$ cat src/ltg_defs.vh
// ltg_defs.vh: constants for the lane-four threshold/gain register slice.
// assumes: included by bare name from every design file of this block.
`ifndef LTG_DEFS_VH
`define LTG_DEFS_VH

// ****************************************************************
// register offsets on the two-wire serial port
// ****************************************************************
`define LTG_OFF_LANE4_CTRL 8'h14
`define LTG_OFF_RSVD_A 8'h10
`define LTG_OFF_RSVD_B 8'h15
`define LTG_OFF_RSVD_C 8'h17
`define LTG_OFF_RSVD_D 8'h18
`define LTG_OFF_RSVD_E 8'h19

// ****************************************************************
// reset values
// ****************************************************************
`define LTG_RST_LANE4_CTRL 8'h00
`define LTG_RST_RESERVED 8'h00

// ****************************************************************
// field positions of the lane-four threshold/gain register
// ****************************************************************
`define LTG_BIT_LANE_SLEEP 7
`define LTG_BIT_DRIVER_OFF 6
`define LTG_BIT_ATTEN_HI 5
`define LTG_BIT_ATTEN_LO 4
`define LTG_BIT_OFFSET_SIGN 3
`define LTG_BIT_OFFSET_MSB 2
`define LTG_BIT_OFFSET_LSB 0

// ****************************************************************
// attenuation codes
// ****************************************************************
`define LTG_GAIN_DEFAULT 2'h0
`define LTG_GAIN_UNUSED 2'h1
`define LTG_GAIN_MEDIUM 2'h2
`define LTG_GAIN_MINIMUM 2'h3

// ****************************************************************
// serial port framing
// ****************************************************************
// device address: the value is arbitrary
`define LTG_DEV_ADDR 7'h2A
`define LTG_BITS_PER_BYTE 4'h8

`endif

$ cat src/ltg_sync.v
// ltg_sync.v: two-flop synchroniser for one asynchronous level.
// assumes: input comes from a pin; output is read only on clk.
`timescale 1ns/1ns
`include "ltg_defs.vh"

module ltg_sync #(
    parameter RESET_VAL = 1'b0
) (
    input wire clk,
    input wire rstn,
    input wire async_in,
    output reg sync_out
);

    reg meta;

    // the first stage feeds nothing but the second stage
    always @(posedge clk or negedge rstn)
    begin
        if (!rstn)
        begin
            meta <= RESET_VAL;
            sync_out <= RESET_VAL;
        end
        else
        begin
            meta <= async_in;
            sync_out <= meta;
        end
    end

endmodule // ltg_sync

$ cat src/ltg_regs.v
// ltg_regs.v: two-wire serial slave holding the lane-four threshold/gain
// register and the decoded lane controls; its reserved neighbours read as zero.
// assumes: scl and sda are pins from the host, sda is open drain and is
// resolved outside from sda_oe; swing_strap is a board strap pin.
`timescale 1ns/1ns
`include "ltg_defs.vh"

// How it works
// - bit 7 set puts lane four asleep
// - bit 6 set turns lane-four output driver off
// - gain bits: 00 default, 10 medium, 11 minimum
// - threshold bits decoded as sign and magnitude
// - control register at 14h, read/write, resets zero
// - 10h, 15h, 17h, 18h, 19h are reserved
// - lane sleep never stops the serial port
module ltg_regs #(
    parameter DEV_ADDR = `LTG_DEV_ADDR
) (
    input wire clk,
    input wire rstn,
    input wire scl_in,
    input wire sda_in,
    output reg sda_out,
    output reg sda_oe,
    input wire swing_strap,
    output reg lane_sleep,
    output reg output_driver_off,
    output reg gain_medium,
    output reg gain_minimum,
    output reg offset_positive,
    output reg offset_negative,
    output reg [2:0] offset_magnitude,
    output reg swing_full
);

    // ****************************************************************
    // states of the serial engine
    // ****************************************************************
    localparam [9:0] ST_IDLE = 10'h001;
    localparam [9:0] ST_ADDR = 10'h002;
    localparam [9:0] ST_ADDR_ACK = 10'h004;
    localparam [9:0] ST_OFFS = 10'h008;
    localparam [9:0] ST_OFFS_ACK = 10'h010;
    localparam [9:0] ST_WDATA = 10'h020;
    localparam [9:0] ST_WDATA_ACK = 10'h040;
    localparam [9:0] ST_RDATA = 10'h080;
    localparam [9:0] ST_RDATA_ACK = 10'h100;
    localparam [9:0] ST_IGNORE = 10'h200;

    wire [2:0] pin_raw;
    wire [2:0] pin_sync;
    wire scl_s;
    wire sda_s;
    wire strap_s;
    reg scl_q;
    reg sda_q;
    reg [9:0] state;
    reg [3:0] bit_cnt;
    reg [7:0] rx_byte;
    reg [7:0] tx_byte;
    reg [7:0] offset;
    reg read_dir;
    reg host_nack;
    reg [7:0] lane4_ctrl;
    wire scl_rise;
    wire scl_fall;
    wire start_seen;
    wire stop_seen;
    wire byte_full;
    wire [7:0] next_offset;
    wire [7:0] rd_cur;
    wire [7:0] rd_step;

    // ****************************************************************
    // pin synchronisers
    // ****************************************************************
    assign pin_raw = {swing_strap, sda_in, scl_in};

    genvar gi;
    generate
        for (gi = 0; gi < 3; gi = gi + 1)
        begin : g_sync
            ltg_sync #(
                .RESET_VAL(1'b1)
            ) u_sync (
                .clk(clk),
                .rstn(rstn),
                .async_in(pin_raw[gi]),
                .sync_out(pin_sync[gi])
            );
        end
    endgenerate

    assign scl_s = pin_sync[0];
    assign sda_s = pin_sync[1];
    assign strap_s = pin_sync[2];

    // ****************************************************************
    // decode helpers
    // ****************************************************************
    function is_reserved;
        input [7:0] off;
        begin
            is_reserved = (off == `LTG_OFF_RSVD_A) || (off == `LTG_OFF_RSVD_B) ||
                          (off == `LTG_OFF_RSVD_C) || (off == `LTG_OFF_RSVD_D) ||
                          (off == `LTG_OFF_RSVD_E);
        end
    endfunction

    // reserved and foreign offsets read as zero; only 14h holds state
    function [7:0] read_mux;
        input [7:0] off;
        input [7:0] ctrl;
        begin
            if (is_reserved(off))
                read_mux = `LTG_RST_RESERVED;
            else if (off == `LTG_OFF_LANE4_CTRL)
                read_mux = ctrl;
            else
                read_mux = 8'h00;
        end
    endfunction

    assign scl_rise = scl_s && !scl_q;
    assign scl_fall = !scl_s && scl_q;
    assign start_seen = scl_s && scl_q && sda_q && !sda_s;
    assign stop_seen = scl_s && scl_q && !sda_q && sda_s;
    assign byte_full = (bit_cnt == `LTG_BITS_PER_BYTE);
    assign next_offset = offset + 8'h01;
    assign rd_cur = read_mux(offset, lane4_ctrl);
    assign rd_step = read_mux(next_offset, lane4_ctrl);

    // ****************************************************************
    // serial engine and register
    // ****************************************************************
    // the engine runs from the shared clock and reset only, so a sleeping
    // lane keeps its port reachable and can be woken again
    always @(posedge clk or negedge rstn)
    begin
        if (!rstn)
        begin
            scl_q <= 1'b1;
            sda_q <= 1'b1;
            state <= ST_IDLE;
            bit_cnt <= 4'h0;
            rx_byte <= 8'h00;
            tx_byte <= 8'h00;
            offset <= 8'h00;
            read_dir <= 1'b0;
            host_nack <= 1'b0;
            sda_out <= 1'b0;
            sda_oe <= 1'b0;
            lane4_ctrl <= `LTG_RST_LANE4_CTRL;
        end
        else
        begin
            scl_q <= scl_s;
            sda_q <= sda_s;
            sda_out <= 1'b0;
            if (start_seen)
            begin
                state <= ST_ADDR;
                bit_cnt <= 4'h0;
                sda_oe <= 1'b0;
            end
            else if (stop_seen)
            begin
                state <= ST_IDLE;
                sda_oe <= 1'b0;
            end
            else if (scl_rise)
            begin
                case (state)
                    ST_ADDR, ST_OFFS, ST_WDATA:
                    begin
                        rx_byte <= {rx_byte[6:0], sda_s};
                        bit_cnt <= bit_cnt + 4'h1;
                    end
                    ST_RDATA:
                        bit_cnt <= bit_cnt + 4'h1;
                    ST_RDATA_ACK:
                        host_nack <= sda_s;
                    default:
                        bit_cnt <= bit_cnt;
                endcase
            end
            else if (scl_fall)
            begin
                case (state)
                    ST_ADDR:
                    begin
                        if (byte_full)
                        begin
                            bit_cnt <= 4'h0;
                            if (rx_byte[7:1] == DEV_ADDR)
                            begin
                                read_dir <= rx_byte[0];
                                sda_oe <= 1'b1;
                                state <= ST_ADDR_ACK;
                            end
                            else
                                state <= ST_IGNORE;
                        end
                    end
                    ST_ADDR_ACK:
                    begin
                        bit_cnt <= 4'h0;
                        if (read_dir)
                        begin
                            tx_byte <= rd_cur;
                            sda_oe <= ~rd_cur[7];
                            state <= ST_RDATA;
                        end
                        else
                        begin
                            sda_oe <= 1'b0;
                            state <= ST_OFFS;
                        end
                    end
                    ST_OFFS:
                    begin
                        if (byte_full)
                        begin
                            bit_cnt <= 4'h0;
                            offset <= rx_byte;
                            sda_oe <= 1'b1;
                            state <= ST_OFFS_ACK;
                        end
                    end
                    ST_OFFS_ACK, ST_WDATA_ACK:
                    begin
                        sda_oe <= 1'b0;
                        state <= ST_WDATA;
                    end
                    ST_WDATA:
                    begin
                        if (byte_full)
                        begin
                            bit_cnt <= 4'h0;
                            // reserved and foreign offsets are acked but dropped
                            if (offset == `LTG_OFF_LANE4_CTRL && !is_reserved(offset))
                                lane4_ctrl <= rx_byte;
                            offset <= next_offset;
                            sda_oe <= 1'b1;
                            state <= ST_WDATA_ACK;
                        end
                    end
                    ST_RDATA:
                    begin
                        if (byte_full)
                        begin
                            sda_oe <= 1'b0;
                            state <= ST_RDATA_ACK;
                        end
                        else
                            sda_oe <= ~tx_byte[3'h7 - bit_cnt[2:0]];
                    end
                    ST_RDATA_ACK:
                    begin
                        bit_cnt <= 4'h0;
                        if (host_nack)
                            state <= ST_IGNORE;
                        else
                        begin
                            offset <= next_offset;
                            tx_byte <= rd_step;
                            sda_oe <= ~rd_step[7];
                            state <= ST_RDATA;
                        end
                    end
                    ST_IDLE, ST_IGNORE:
                        sda_oe <= 1'b0;
                    default:
                    begin
                        sda_oe <= 1'b0;
                        state <= ST_IDLE;
                    end
                endcase
            end
        end
    end

    // ****************************************************************
    // decoded lane controls
    // ****************************************************************
    // registered so every output leaves a flop; one clock behind the field
    always @(posedge clk or negedge rstn)
    begin
        if (!rstn)
        begin
            lane_sleep <= 1'b0;
            output_driver_off <= 1'b0;
            gain_medium <= 1'b0;
            gain_minimum <= 1'b0;
            offset_positive <= 1'b0;
            offset_negative <= 1'b0;
            offset_magnitude <= 3'h0;
            swing_full <= 1'b1;
        end
        else
        begin
            lane_sleep <= lane4_ctrl[`LTG_BIT_LANE_SLEEP];
            output_driver_off <= lane4_ctrl[`LTG_BIT_DRIVER_OFF];
            // code 01 has no defined gain, so it keeps the default gain
            case (lane4_ctrl[`LTG_BIT_ATTEN_HI:`LTG_BIT_ATTEN_LO])
                `LTG_GAIN_MEDIUM:
                begin
                    gain_medium <= 1'b1;
                    gain_minimum <= 1'b0;
                end
                `LTG_GAIN_MINIMUM:
                begin
                    gain_medium <= 1'b0;
                    gain_minimum <= 1'b1;
                end
                default:
                begin
                    gain_medium <= 1'b0;
                    gain_minimum <= 1'b0;
                end
            endcase
            // 0000 and 1000 are both zero shift: magnitude zero, no sign
            offset_magnitude <= lane4_ctrl[`LTG_BIT_OFFSET_MSB:`LTG_BIT_OFFSET_LSB];
            offset_positive <= !lane4_ctrl[`LTG_BIT_OFFSET_SIGN] &&
                               (lane4_ctrl[`LTG_BIT_OFFSET_MSB:`LTG_BIT_OFFSET_LSB] != 3'h0);
            offset_negative <= lane4_ctrl[`LTG_BIT_OFFSET_SIGN] &&
                               (lane4_ctrl[`LTG_BIT_OFFSET_MSB:`LTG_BIT_OFFSET_LSB] != 3'h0);
            // strap is only reported; the board is expected to tie it high
            swing_full <= strap_s;
        end
    end

endmodule // ltg_regs

$ cat config.mk
export PLATFORM = sky130hd
export DESIGN_NAME = ltg_regs
export DESIGN_NICKNAME = d
export VERILOG_FILES = /design/src/ltg_sync.v /design/src/ltg_regs.v
export VERILOG_INCLUDE_DIRS = /design/src
export SDC_FILE = /design/constraint.sdc
export NUM_CORES = 1
export LEC_CHECK = 0
export CORE_MARGIN = 10
export CORE_UTILIZATION = 30
export CTS_CLUSTER_SIZE = 16
export DETAILED_ROUTE_END_ITERATION = 6
export DONT_BUFFER_PORTS = 1
export GPL_TIMING_DRIVEN = 0
export HOLD_SLACK_MARGIN = 0.08
export PLACE_DENSITY = 0.48
export SLEW_MARGIN = 20
export SYNTH_ARGS = -nofsm -noshare
export SYNTH_HDL_FRONTEND = slang
export SYNTH_SLANG_ARGS = --single-unit
$ cat constraint.sdc
create_clock -name clk -period 2.2 [get_ports clk]
set_input_delay 0.11 -clock clk [delete_from_list [all_inputs] [get_ports clk]]
set_output_delay 0.11 -clock clk [all_outputs]
set_load 0.02 [all_outputs]
==> metrics.txt, run 1 <==
status=finished, violations left; failing checks=negative setup slack; Post-synth EDFFs=0; sequential share of power=43.6%; largest net degree at the start of global routing=68; Cell Rows=39; Area growth syn-to-layout=28.4%; share of total power in combinational logic=18.2%; antenna viol nets, final=0; Critical Path RT=2.42 ns; synthesis warning total=0; Final Worst Setup Slack=-0.0679 ns; worst-case clock buffer depth=2; DIE AREA=0.0167 mm2; Non-Filler Cell Area, Final=0.00458 mm2; routability cong.=0.854; share of layout cells above drive strength 1=32.6%; WHS=0.314 ns; Avg WL per Cell=17.3 um; clock share of power=38.2%; first-pass GRT wire length=14500 um; clk sinks=67; Boundary Pins=17; die width=129 um; Pint=2430 uW; worst r2r path cells=7; post-DR vias/cell=5.37; drt drc=0; Yosys reg bits=67; Worst setup EP type=flop; worst-path maximum fanout=8; grt total ovfl=0; cell total after placement=486; Synthesized Nets=358; H-tree depth=3; PD cells=783 mW/mm2; PortBufs=0; kind of critical path=reg -> reg; root buf cell=clkbuf_16; RSZ-0062 raised after global routing=yes; GRT Total Usage=11.1%; non-filler instance count after layout=523; Synth cell types=63; Avg Cell Area, Syn=10.4 um2; routed via count=2810; final worst-path cycle share=103%; antenna violations before repair=0; DP HPWL=5880 um; Die Y=129 um; final setup violation count=8; Max rail drop VDD=530 uV; Max Clk Rate=441 MHz; Core Region=0.0115 mm2; latest clock arrival within the worst-skew pair=0.34 ns; Pins Over Slew Limit=0; diodes inserted=0; sequential fraction of the synthesis area=47.3%; router iterations before antenna repair=4; Top FF cell, synth=dfrtp_1; Setup crit start kind=flop; class of the worst hold path=in -> async; Detailed Route Iter0 Violations=126; Worst EP arrival=2.49 ns; Syn Inst Count=343; drt total wl=9030 um; placed inst area=0.00376 mm2; Async SR Flop Fraction=100%; Clock Skews=0.00806 ns; Num CTS Buffers=9; clock-pin slew on the worst setup and hold paths=0.06 ns; mapped cell area=0.00357 mm2; Sw Ratio=32.2%; # Max-Cap Violations=0; Fin. Hold Viols=0; Net Switching=1160 uW; Initial Utilization=31.0%; CTS tree=built; Period minus WS final=2.27 ns; Final nets=390; vias in the first global route=2726; leakage=0.00191 uW
==> what timing repair did <==
| item | CTS | global route |
|---|---|---|
| setup endpoints to repair | 47 | 45 |
| buffers inserted | 13 | 7 |
| endpoints found under the hold margin | 70 | 0 |
| hold buffers | 5 | 0 |
| gates resized for setup | 26 | 50 |
| pin swaps | 6 | 13 |
==> cell usage after synthesis, types with 3 or more instances <==
cell / instances / share of area (%)
nand3_1: 8 / 1.1
a221o_1: 3 / 0.84
a2bb2oi_1: 5 / 1.2
nor2_1: 20 / 2.1
and3_1: 3 / 0.53
dfstp_2: 10 / 7.4
nand2_1: 29 / 3.1
clkbuf_1: 12 / 1.3
o31ai_1: 3 / 0.63
o41ai_1: 3 / 0.74
nor3_1: 15 / 2.1
mux2i_1: 10 / 2.8
a21oi_1: 11 / 1.5
xor2_1: 6 / 1.5
o21ai_0: 17 / 2.4
a31oi_1: 4 / 0.70
nor2b_1: 3 / 0.53
inv_1: 18 / 1.9
nand4_1: 6 / 1.1
mux2_2: 18 / 5.7
nor4_1: 6 / 1.1
dfrtp_1: 57 / 40
or3_1: 4 / 0.70
and2_1: 4 / 0.70
ha_1: 10 / 3.5
a21o_1: 3 / 0.63
nor4b_1: 5 / 1.2
==> placed cells by master (no fill, tap or decap), drive strengths merged, types with 3 or more instances in the layout <==
cell and count:
nand3 8, nand4 6, xor2 6, a221o 3
nor4b 5, clkbuf 16, mux2 18, a21oi 11
or3 4, nor2b 3, dfrtp 57, inv 22
o21ai 19, nor4 8, a2bb2oi 5, nor3 17
buf 27, a31oi 4, and3 3, a21o 3
dfstp 10, dlygate4sd3 4, nor2 20, o41ai 3
o31ai 3, and2 4, mux2i 10, ha 10
nand2 29
==> area by class of cell <==
class / instances / area, um2
Sequential cell: 67 / 1690
Inverter: 18 / 67.6
Tap cell: 143 / 179
Fill cell: 1126 / 6930
Buffer: 13 / 87.6
Timing Repair Buffer: 25 / 250
Clock inverter: 7 / 56.3
Clock buffer: 9 / 225
Multi-Input combinational cell: 241 / 2030
==> worst max-delay path, stage by stage, from the launching register on <==
cell	delay, ns
dfrtp_2	0.46
ha_4	0.18
or3_4	0.39
nor4_4	0.18
nand4_1	0.16
or3_4	0.36
buf_8	0.15
mux2_2	0.26
==> power groups by stage <==
stage / sequential (uW) / clock [uW] / combinational (uW)
3_3_place_gp: 1570 / 0 / 524
6_report: 1560 / 1370 / 653
2_1_floorplan: 1490 / 0 / 435
4_1_cts: 1550 / 1400 / 616
3_5_place_dp: 1560 / 0 / 532
5_1_grt: 1590 / 1470 / 723
==> registers in the layout (all words and copies together) (netlist names) <==
name / cells
bit_cnt: 4
lane4_ctrl: 8
host_nack: 1
output_driver_off: 1
sda_oe: 1
state: 10
offset_negative: 1
g_sync.u_sync.meta: 3
offset_magnitude: 3
offset_positive: 1
swing_full: 1
gain_minimum: 1
lane_sleep: 1
scl_q: 1
rx_byte: 8
offset: 8
g_sync.u_sync.sync_out: 3
tx_byte: 8
gain_medium: 1
read_dir: 1
sda_q: 1
==> routing by layer <==
| metal | vias to the layer above | part of all wire [%] | track usage (%) |
|---|---|---|---|
| li1 | 1340 | - | - |
| met4 | 0 | 1.9 | 4.15 |
| met5 | - | 0 | 0 |
| met3 | 14 | 3.4 | 2.94 |
| met1 | 1407 | 46 | 13.7 |
| met2 | 49 | 49 | 18.2 |
==> metrics by stage <==
stage / power, uW / util [%] / TNS, ns / setup WS, ns
2_1_floorplan: 1930 / - / 0 / 0.00373
4_1_cts: 3570 / 37.6 / -1.12 / -0.133
3_5_place_dp: 2090 / 32.6 / -13.16 / -0.432
3_3_place_gp: 2090 / 32.6 / -13.82 / -0.445
5_1_grt: 3790 / 39.8 / -1.53 / -0.133
6_report: 3590 / 39.8 / -0.505 / -0.0679
==> cell families (layout without fill, tap and decap cells) <==
| group | after synthesis | count (layout) | synth area share, % |
|---|---|---|---|
| fa+ha+maj | 10 | 10 | 3.51 |
| buf+inv | 35 | 72 | 4.28 |
| other cells | 1 | 1 | 0.105 |
| xor+xnor | 8 | 8 | 1.96 |
| flops | 67 | 67 | 47.3 |
| simple gates | 118 | 118 | 18.3 |
| mux | 30 | 30 | 9.75 |
| compound gates | 74 | 74 | 14.8 |
==> path summary, 6_finish.rpt <==
path / startpoint / endpoint / slack (ns)
min: rstn / gain_medium / 0.31
max in group asynchronous: rstn / state[0] / 1.58
max reg2reg: offset[0] / lane4_ctrl[4] / -0.07
min in group clk: swing_strap / g_sync[2].u_sync.meta / 0.33
min reg2reg: g_sync[2].u_sync.sync_out / swing_full / 0.35
max: offset[0] / lane4_ctrl[4] / -0.07
Power figures use the tool's default switching activity.
==> inputs of run 2 (changes only) <==
- SYNTH_HIERARCHICAL: default -> 1
==> run 2 against run 1 <==
The run now ends clean; combinational power shrank 41%; maximum frequency grew 5.9%; sequential share of layout area grew 1.7 points; hold slack gained 0.00083 ns; highest routed layer unchanged.
==> metrics.txt, run 2 <==
status=finished, final reports clean; simple-gate share of the synthesized area=19.1% (+0.85 points); GR met1 Demand/Resource=13.9% (+0.18 points); Final Worst Setup Slack=0.0585 ns (+0.126 ns); Detailed Route Iter0 Violations=141 (+12%); die width=130 um (+0.60%); antenna violations before repair=0 (unchanged); worst-case clock buffer depth=2 (unchanged); Critical Path RT=2.46 ns (+0.04 ns); PortBufs=0 (unchanged); worst r2r src=g_sync[0].u_sync/sync_out; Cell Chain, Critical Path=inv_1 > ha_1 > a21oi_2 > o22ai_2 > nor4_2 > a211oi_2 > or3b_4 > o21ai_1; reg2reg end=bit_cnt[0]; leakage=0.00198 uW (+3.4%); Die Y=130 um (+0.60%); drt drc=0 (unchanged); diodes inserted=0 (unchanged); Fillers=1185 (+5.2%); # Max-Cap Violations=0 (unchanged); Async SR Flop Fraction=100% (unchanged); Worst EP arrival=2.40 ns (-0.09 ns); class of the worst hold path=in -> reg; Boundary Pins=17 (unchanged); highest-delay cell along the critical path=dfstp_2; Fin. Hold Viols=0 (unchanged); commonest cells in the netlist=57 x dfrtp_1, 26 x nor2_1, 23 x nand2_1; Clock Skews=0.00920 ns (+0.00115 ns); Avg WL per Cell=16.3 um (-5.6%); share of layout cells above drive strength 1=28.6% (-4.0 points); Post-synth EDFFs=0 (unchanged); post-DR vias/cell=5.13 (-4.4%); Synthesized Nets=350 (-2.2%); root buf cell=clkbuf_16; Yosys reg bits=67 (unchanged); drt total wl=8370 um (-7.3%); routability cong.=0.822 (-3.8%); kind of critical path=reg -> reg; routed via count=2639 (-6.1%); critical path's largest stage delay=0.55 ns (+0.09 ns); RSZ-0062 raised after global routing=yes; PD cells=727 mW/mm2 (-7.2%); top-area cell type share of the netlist area=39.4% (-0.57 points); compound-gate portion of the synthesized area=11.0% (-3.8 points); Pwr Total=3180 uW (-11%); synthesis warning total=6 (+6); dominant cells by area after synthesis=dfrtp_1 39%, dfstp_2 7.3%, mux2_2 5.6%; Pins Over Slew Limit=0 (unchanged); Biggest register=state; Synth Area in XOR/XNOR=2.66% (+0.70 points); worst-path maximum fanout=3 (-5); max reg flops=10 (unchanged); Yosys top cell by area=dfrtp_1; final worst-path cycle share=97.3% (-5.7 points); Period minus WS final=2.14 ns (-0.126 ns); most common cell after layout, fill and taps aside=dfrtp_1; router iterations before antenna repair=4 (unchanged); mapped cell area=0.00362 mm2 (+1.4%); Syn Inst Count=335 (-2.3%); CTS tree=built; Synth cell types=59 (-6.3%); final setup violation count=0 (-8); GRT met2 Usage=16.3% (-2.0 points); grt total ovfl=0 (unchanged); DP HPWL=5640 um (-4.1%); latest clock arrival within the worst-skew pair=0.34 ns (about the same); Avg Cell Area, Syn=10.8 um2 (+3.9%); clock-pin slew on the worst setup and hold paths=0.06 ns (about the same); clk sinks=67 (unchanged); sequential fraction of the synthesis area=46.7% (-0.67 points); commonest cells after routing, fill and taps aside=57 x dfrtp_1, 25 x nor2_1, 21 x nand2_1; Setup crit start kind=flop; R2R setup slack=0.06 ns (+0.13 ns); antenna viol nets, final=0 (unchanged); Worst setup EP type=flop; Top FF cell, synth=dfrtp_1; vias in the first global route=2575 (-5.5%); DIE AREA=0.0169 mm2 (+1.2%); largest family of logic cells by synthesized area=simple AND/OR/NAND/NOR gates; multiplexer area fraction after synthesis=11.9% (+2.1 points); crit path to=bit_cnt[0]; Num CTS Buffers=9 (unchanged); dpl ws=-0.265 ns (+0.167 ns); largest net degree at the start of global routing=68 (unchanged); critical path launch point=g_sync[0].u_sync/sync_out; Max Clk Rate=467 MHz (+5.9%); Area growth syn-to-layout=20.8%; Core Region=0.0119 mm2 (+3.4%); Max rail drop VDD=477 uV (-10%); worst r2r path cells=8 (+1); met3 usage=3.12% (+0.19 points); H-tree depth=3 (unchanged); busiest grt layer=met2; Initial Utilization=30.4% (-0.60 points); Final nets=377 (-3.3%); adder-cell area share of the yosys netlist=3.46% (-0.050 points); most common cell in the netlist=dfrtp_1; first-pass GRT wire length=14100 um (-3.1%); Cell Rows=40 (+2.6%); GRT Total Usage=10.6% (-0.52 points)
-- run 2: changes by cell type after synthesis, sizes merged, moves of 7 or more --
cell / change
nor2: +7
a21oi: +11
clkbuf: -10
buf: +11
mux2i: +7
nor3: -10
-- run 2: how the worst min path moves through the flow --
stage / from / to / slack (ns) / depth (start not counted)
2_1_floorplan: rstn / bit_cnt[0] / -0.19 / 0
6_report: swing_strap / g_sync[2].u_sync/meta / 0.31 / 1
5_1_grt: swing_strap / g_sync[2].u_sync/meta / 0.31 / 1
4_1_cts: swing_strap / g_sync[2].u_sync/meta / 0.31 / 1
3_3_place_gp: rstn / state[1] / -0.18 / 0
3_5_place_dp: rstn / bit_cnt[2] / -0.18 / 0
-- run 2: what timing repair did --
action,in CTS,in global routing
endpoints found under the setup margin,35,36
hold endpoints to repair,70,0
gates resized for setup,14,15
hold buffers,5,0
buffers inserted,4,7
pin swaps,5,8
-- run 2: cell families after synthesis --
kind of cell             after synthesis
buffers and inverters                 30
XOR/XNOR                              11
adder cells (fa/ha/maj)               10
other                                  1
flip-flops                            67
AO/OA/AOI/OAI                         64
multiplexers                          38
AND/OR/NAND/NOR                      114
-- run 2: power by group --
| part | switching, uW | internal, uW |
|---|---|---|
| clock | 577 | 889 |
| sequential | 49.7 | 1280 |
| combinational | 220 | 165 |
| total | 847 | 2330 |
-- run 2: worst max-delay path: cells and delay by family, from the launching register on --
family	cells	cell delay (ns)
fa+ha+maj	1	0.31
flops	1	0.55
buf+inv	1	0.05
simple gates	2	0.68
compound gates	4	0.48
-- run 2: final cells by class --
type | instances | area [um2] | area share, %
Buffer | 18 | 145 | 3.32
Clock buffer | 10 | 229 | 5.23
Clock inverter | 6 | 73.8 | 1.69
Inverter | 12 | 45.0 | 1.03
Multi-Input combinational cell | 238 | 1860 | 42.5
Sequential cell | 67 | 1690 | 38.6
Tap cell | 147 | 184 | 4.20
Timing Repair Buffer | 16 | 150 | 3.43
-- run 2: routing by layer --
layer / part of all wire, % / up-vias
li1: - / 1259
met1: 48 / 1334
met2: 47 / 37
met3: 3.8 / 9
met4: 1.1 / 0
met5: 0 / -
-- run 2: metrics by stage --
stage	utilization, %	std cells	hold slack (ns)	instance area, um2	TNS [ns]
after detailed placement	31.9	482	-0.183	3800	-3.24
final	36.7	514	0.314	4370	0
after global placement	31.9	482	-0.182	3800	-2.97
after global routing	36.7	514	0.312	4370	-0.265
after CTS	35.9	507	0.311	4280	0
after floorplan	-	335	-0.186	3620	0
==> inputs of run 3 (changes only) <==
- BUFFER_PORTS_ARGS: default -> -buffer_cell sky130_fd_sc_hd__clkbuf_2
- DONT_BUFFER_PORTS: 1 -> default
- clock period: 2.2 -> 2.6 ns (I/O delays scaled with it)
==> run 3 against run 2 <==
Critical path depth is the same; via count shrank 0.30%; clock power shrank 21%; die area is the same; register-to-register slack gained 0.21 ns; combinational power shrank 28%; setup slack gained 0.21 ns; first-iteration DRC count grew 12%; hold slack gained 0.021 ns; utilization shrank 1.2 points; sequential cell count is the same; critical endpoint is now tx_byte[1].
==> metrics.txt, run 3 (synthesis gave the netlist of run 2 again) <==
status=finished, final reports clean; RSZ-0062 raised after global routing=no; H-tree depth=3 (unchanged); highest-delay cell along the critical path=dfstp_2; leakage=0.00196 uW (-1.1%); DIE AREA=0.0169 mm2 (unchanged); diodes inserted=0 (unchanged); post-DR vias/cell=5.08 (-1.1%); drt total wl=8160 um (-2.6%); Initial Utilization=30.4% (unchanged); routed via count=2631 (-0.30%); Die Y=130 um (unchanged); latest clock arrival within the worst-skew pair=0.34 ns (about the same); routability cong.=0.799 (-2.8%); grt total ovfl=0 (unchanged); Worst Path Buf+Inv=2 (+1); max reg flops=10 (unchanged); vias in the first global route=2574 (-0.039%); most common cell after layout, fill and taps aside=dfrtp_1; largest net degree at the start of global routing=36 (-47%); Cell Rows=40 (unchanged); Avg WL per Cell=15.7 um (-3.3%); placed inst area=0.00390 mm2 (+2.6%); Setup Total Neg Slack=0 ns (unchanged); Boundary Pins=17 (unchanged); critical path's largest stage delay=0.54 ns (about the same); final worst-path cycle share=89.8% (-7.6 points); PD cells=602 mW/mm2 (-17%); drt drc=0 (unchanged); Final nets=381 (+1.1%); share of layout cells above drive strength 1=25.6% (-3.0 points); Critical Path RT=2.81 ns (+0.35 ns); Fin. Hold Viols=0 (unchanged); Biggest register=state; Setup crit start kind=flop; slew at the pin closest to its max-slew limit=0.598 ns; Clock Skews=0.00806 ns (-0.00114 ns); non-filler instance count after layout=518 (+0.78%); Non-Filler Cell Area, Final=0.00423 mm2 (-3.2%); family with the most delay on the worst path=simple AND/OR/NAND/NOR gates; GRT Total Usage=10.5% (-0.035 points); WHS=0.335 ns (+0.0210 ns); die width=130 um (unchanged); Layout Utilization=35.5% (-1.2 points); first-pass GRT wire length=13700 um (-2.3%); footprint of the multi-input gates=0.00175 mm2 (-5.7%); final setup violation count=0 (unchanged); router iterations before antenna repair=4 (unchanged); clock-pin slew on the worst setup and hold paths=0.06 ns (about the same); cell total after placement=498 (+3.3%); class of the worst hold path=in -> async; Detailed Route Iter0 Violations=158 (+12%); commonest cells after routing, fill and taps aside=57 x dfrtp_1, 26 x nor2_1, 23 x nand2_1; kind of critical path=reg -> reg; Period minus WS final=2.33 ns (+0.192 ns); Max Clk Rate=428 MHz (-8.2%); Worst setup EP type=flop; Core Region=0.0119 mm2 (unchanged); Pins Over Slew Limit=0 (unchanged); worst-path maximum fanout=10 (+7); clk sinks=67 (unchanged); Reg area=0.00169 mm2 (unchanged); # Max-Cap Violations=0 (unchanged); Max rail drop VDD=287 uV (-40%); Cell Chain, Critical Path=inv_1 > ha_1 > nand2b_1 > nor2_8 > nand4_1 > buf_6 > a211oi_4 > nor2_1; Worst EP arrival=2.54 ns (+0.14 ns); Fillers=1217 (+2.7%); Critical Path Stages=8 (unchanged); root buf cell=clkbuf_16; antenna viol nets, final=0 (unchanged); Num CTS Buffers=9 (unchanged); antenna violations before repair=0 (unchanged); Slew headroom=60.0%; DP HPWL=5780 um (+2.5%); worst r2r path cells=8 (unchanged); Area growth syn-to-layout=16.9%; worst-case clock buffer depth=2 (unchanged); CTS tree=built; PortBufs=15 (+15)
## run 3: changes by cell type in the layout (fill, tap and decap cells not counted), sizes merged
cell / previous run / this run
clkbuf: 13 / 26
buf: 27 / 17
inv: 13 / 16
clkinv: 4 / 2
bufinv: 1 / 0
clkinvlp: 0 / 1
## run 3: repair_timing
action,in CTS,in global routing
setup endpoints to repair,0,7
endpoints found under the hold margin,30,0
setup buffers,0,0
hold buffers,4,0
gates resized for setup,0,1
## run 3: path summary, 6_finish.rpt
check / start / endpoint / slack [ns]
max: scl_q / tx_byte[1] / 0.27
min: rstn / state[5] / 0.34
max reg2reg: scl_q / tx_byte[1] / 0.27
min reg2reg: g_sync[2].u_sync/sync_out / swing_full / 0.36
max in group asynchronous: rstn / g_sync[2].u_sync/sync_out / 1.65
min in group clk: g_sync[2].u_sync/sync_out / swing_full / 0.36
## run 3: area by class of cell
| cell class | instances | share of cell area, % |
|---|---|---|
| Multi-Input combinational cell | 238 | 41.4 |
| Sequential cell | 67 | 39.9 |
| Clock buffer | 9 | 5.32 |
| Tap cell | 147 | 4.35 |
| Buffer | 18 | 3.31 |
| Timing Repair Buffer | 20 | 3.25 |
| Clock inverter | 7 | 1.39 |
| Inverter | 12 | 1.06 |
## run 3: routing by layer
layer | GRT usage, % | up-vias | share of wire, %
met5 | 0 | - | 0
met4 | 3.77 | 0 | 1.5
met3 | 2.80 | 11 | 4.3
met2 | 16.0 | 44 | 45
met1 | 14.1 | 1300 | 49
li1 | - | 1276 | -
## run 3: through the flow
step / setup slack (ns) / power [uW]
finish: 0.266 / 2550
floorplan: 0.563 / 1310
CTS: 0.106 / 2590
detailed placement: 0.127 / 1400
global route: 0.0484 / 2670
global placement: 0.134 / 1400
## run 3: report_power, final
group          switching, uW  internal (uW)  total, uW
Combinational            173            104        277
Clock                    497            661       1160
Sequential              33.1           1080       1110
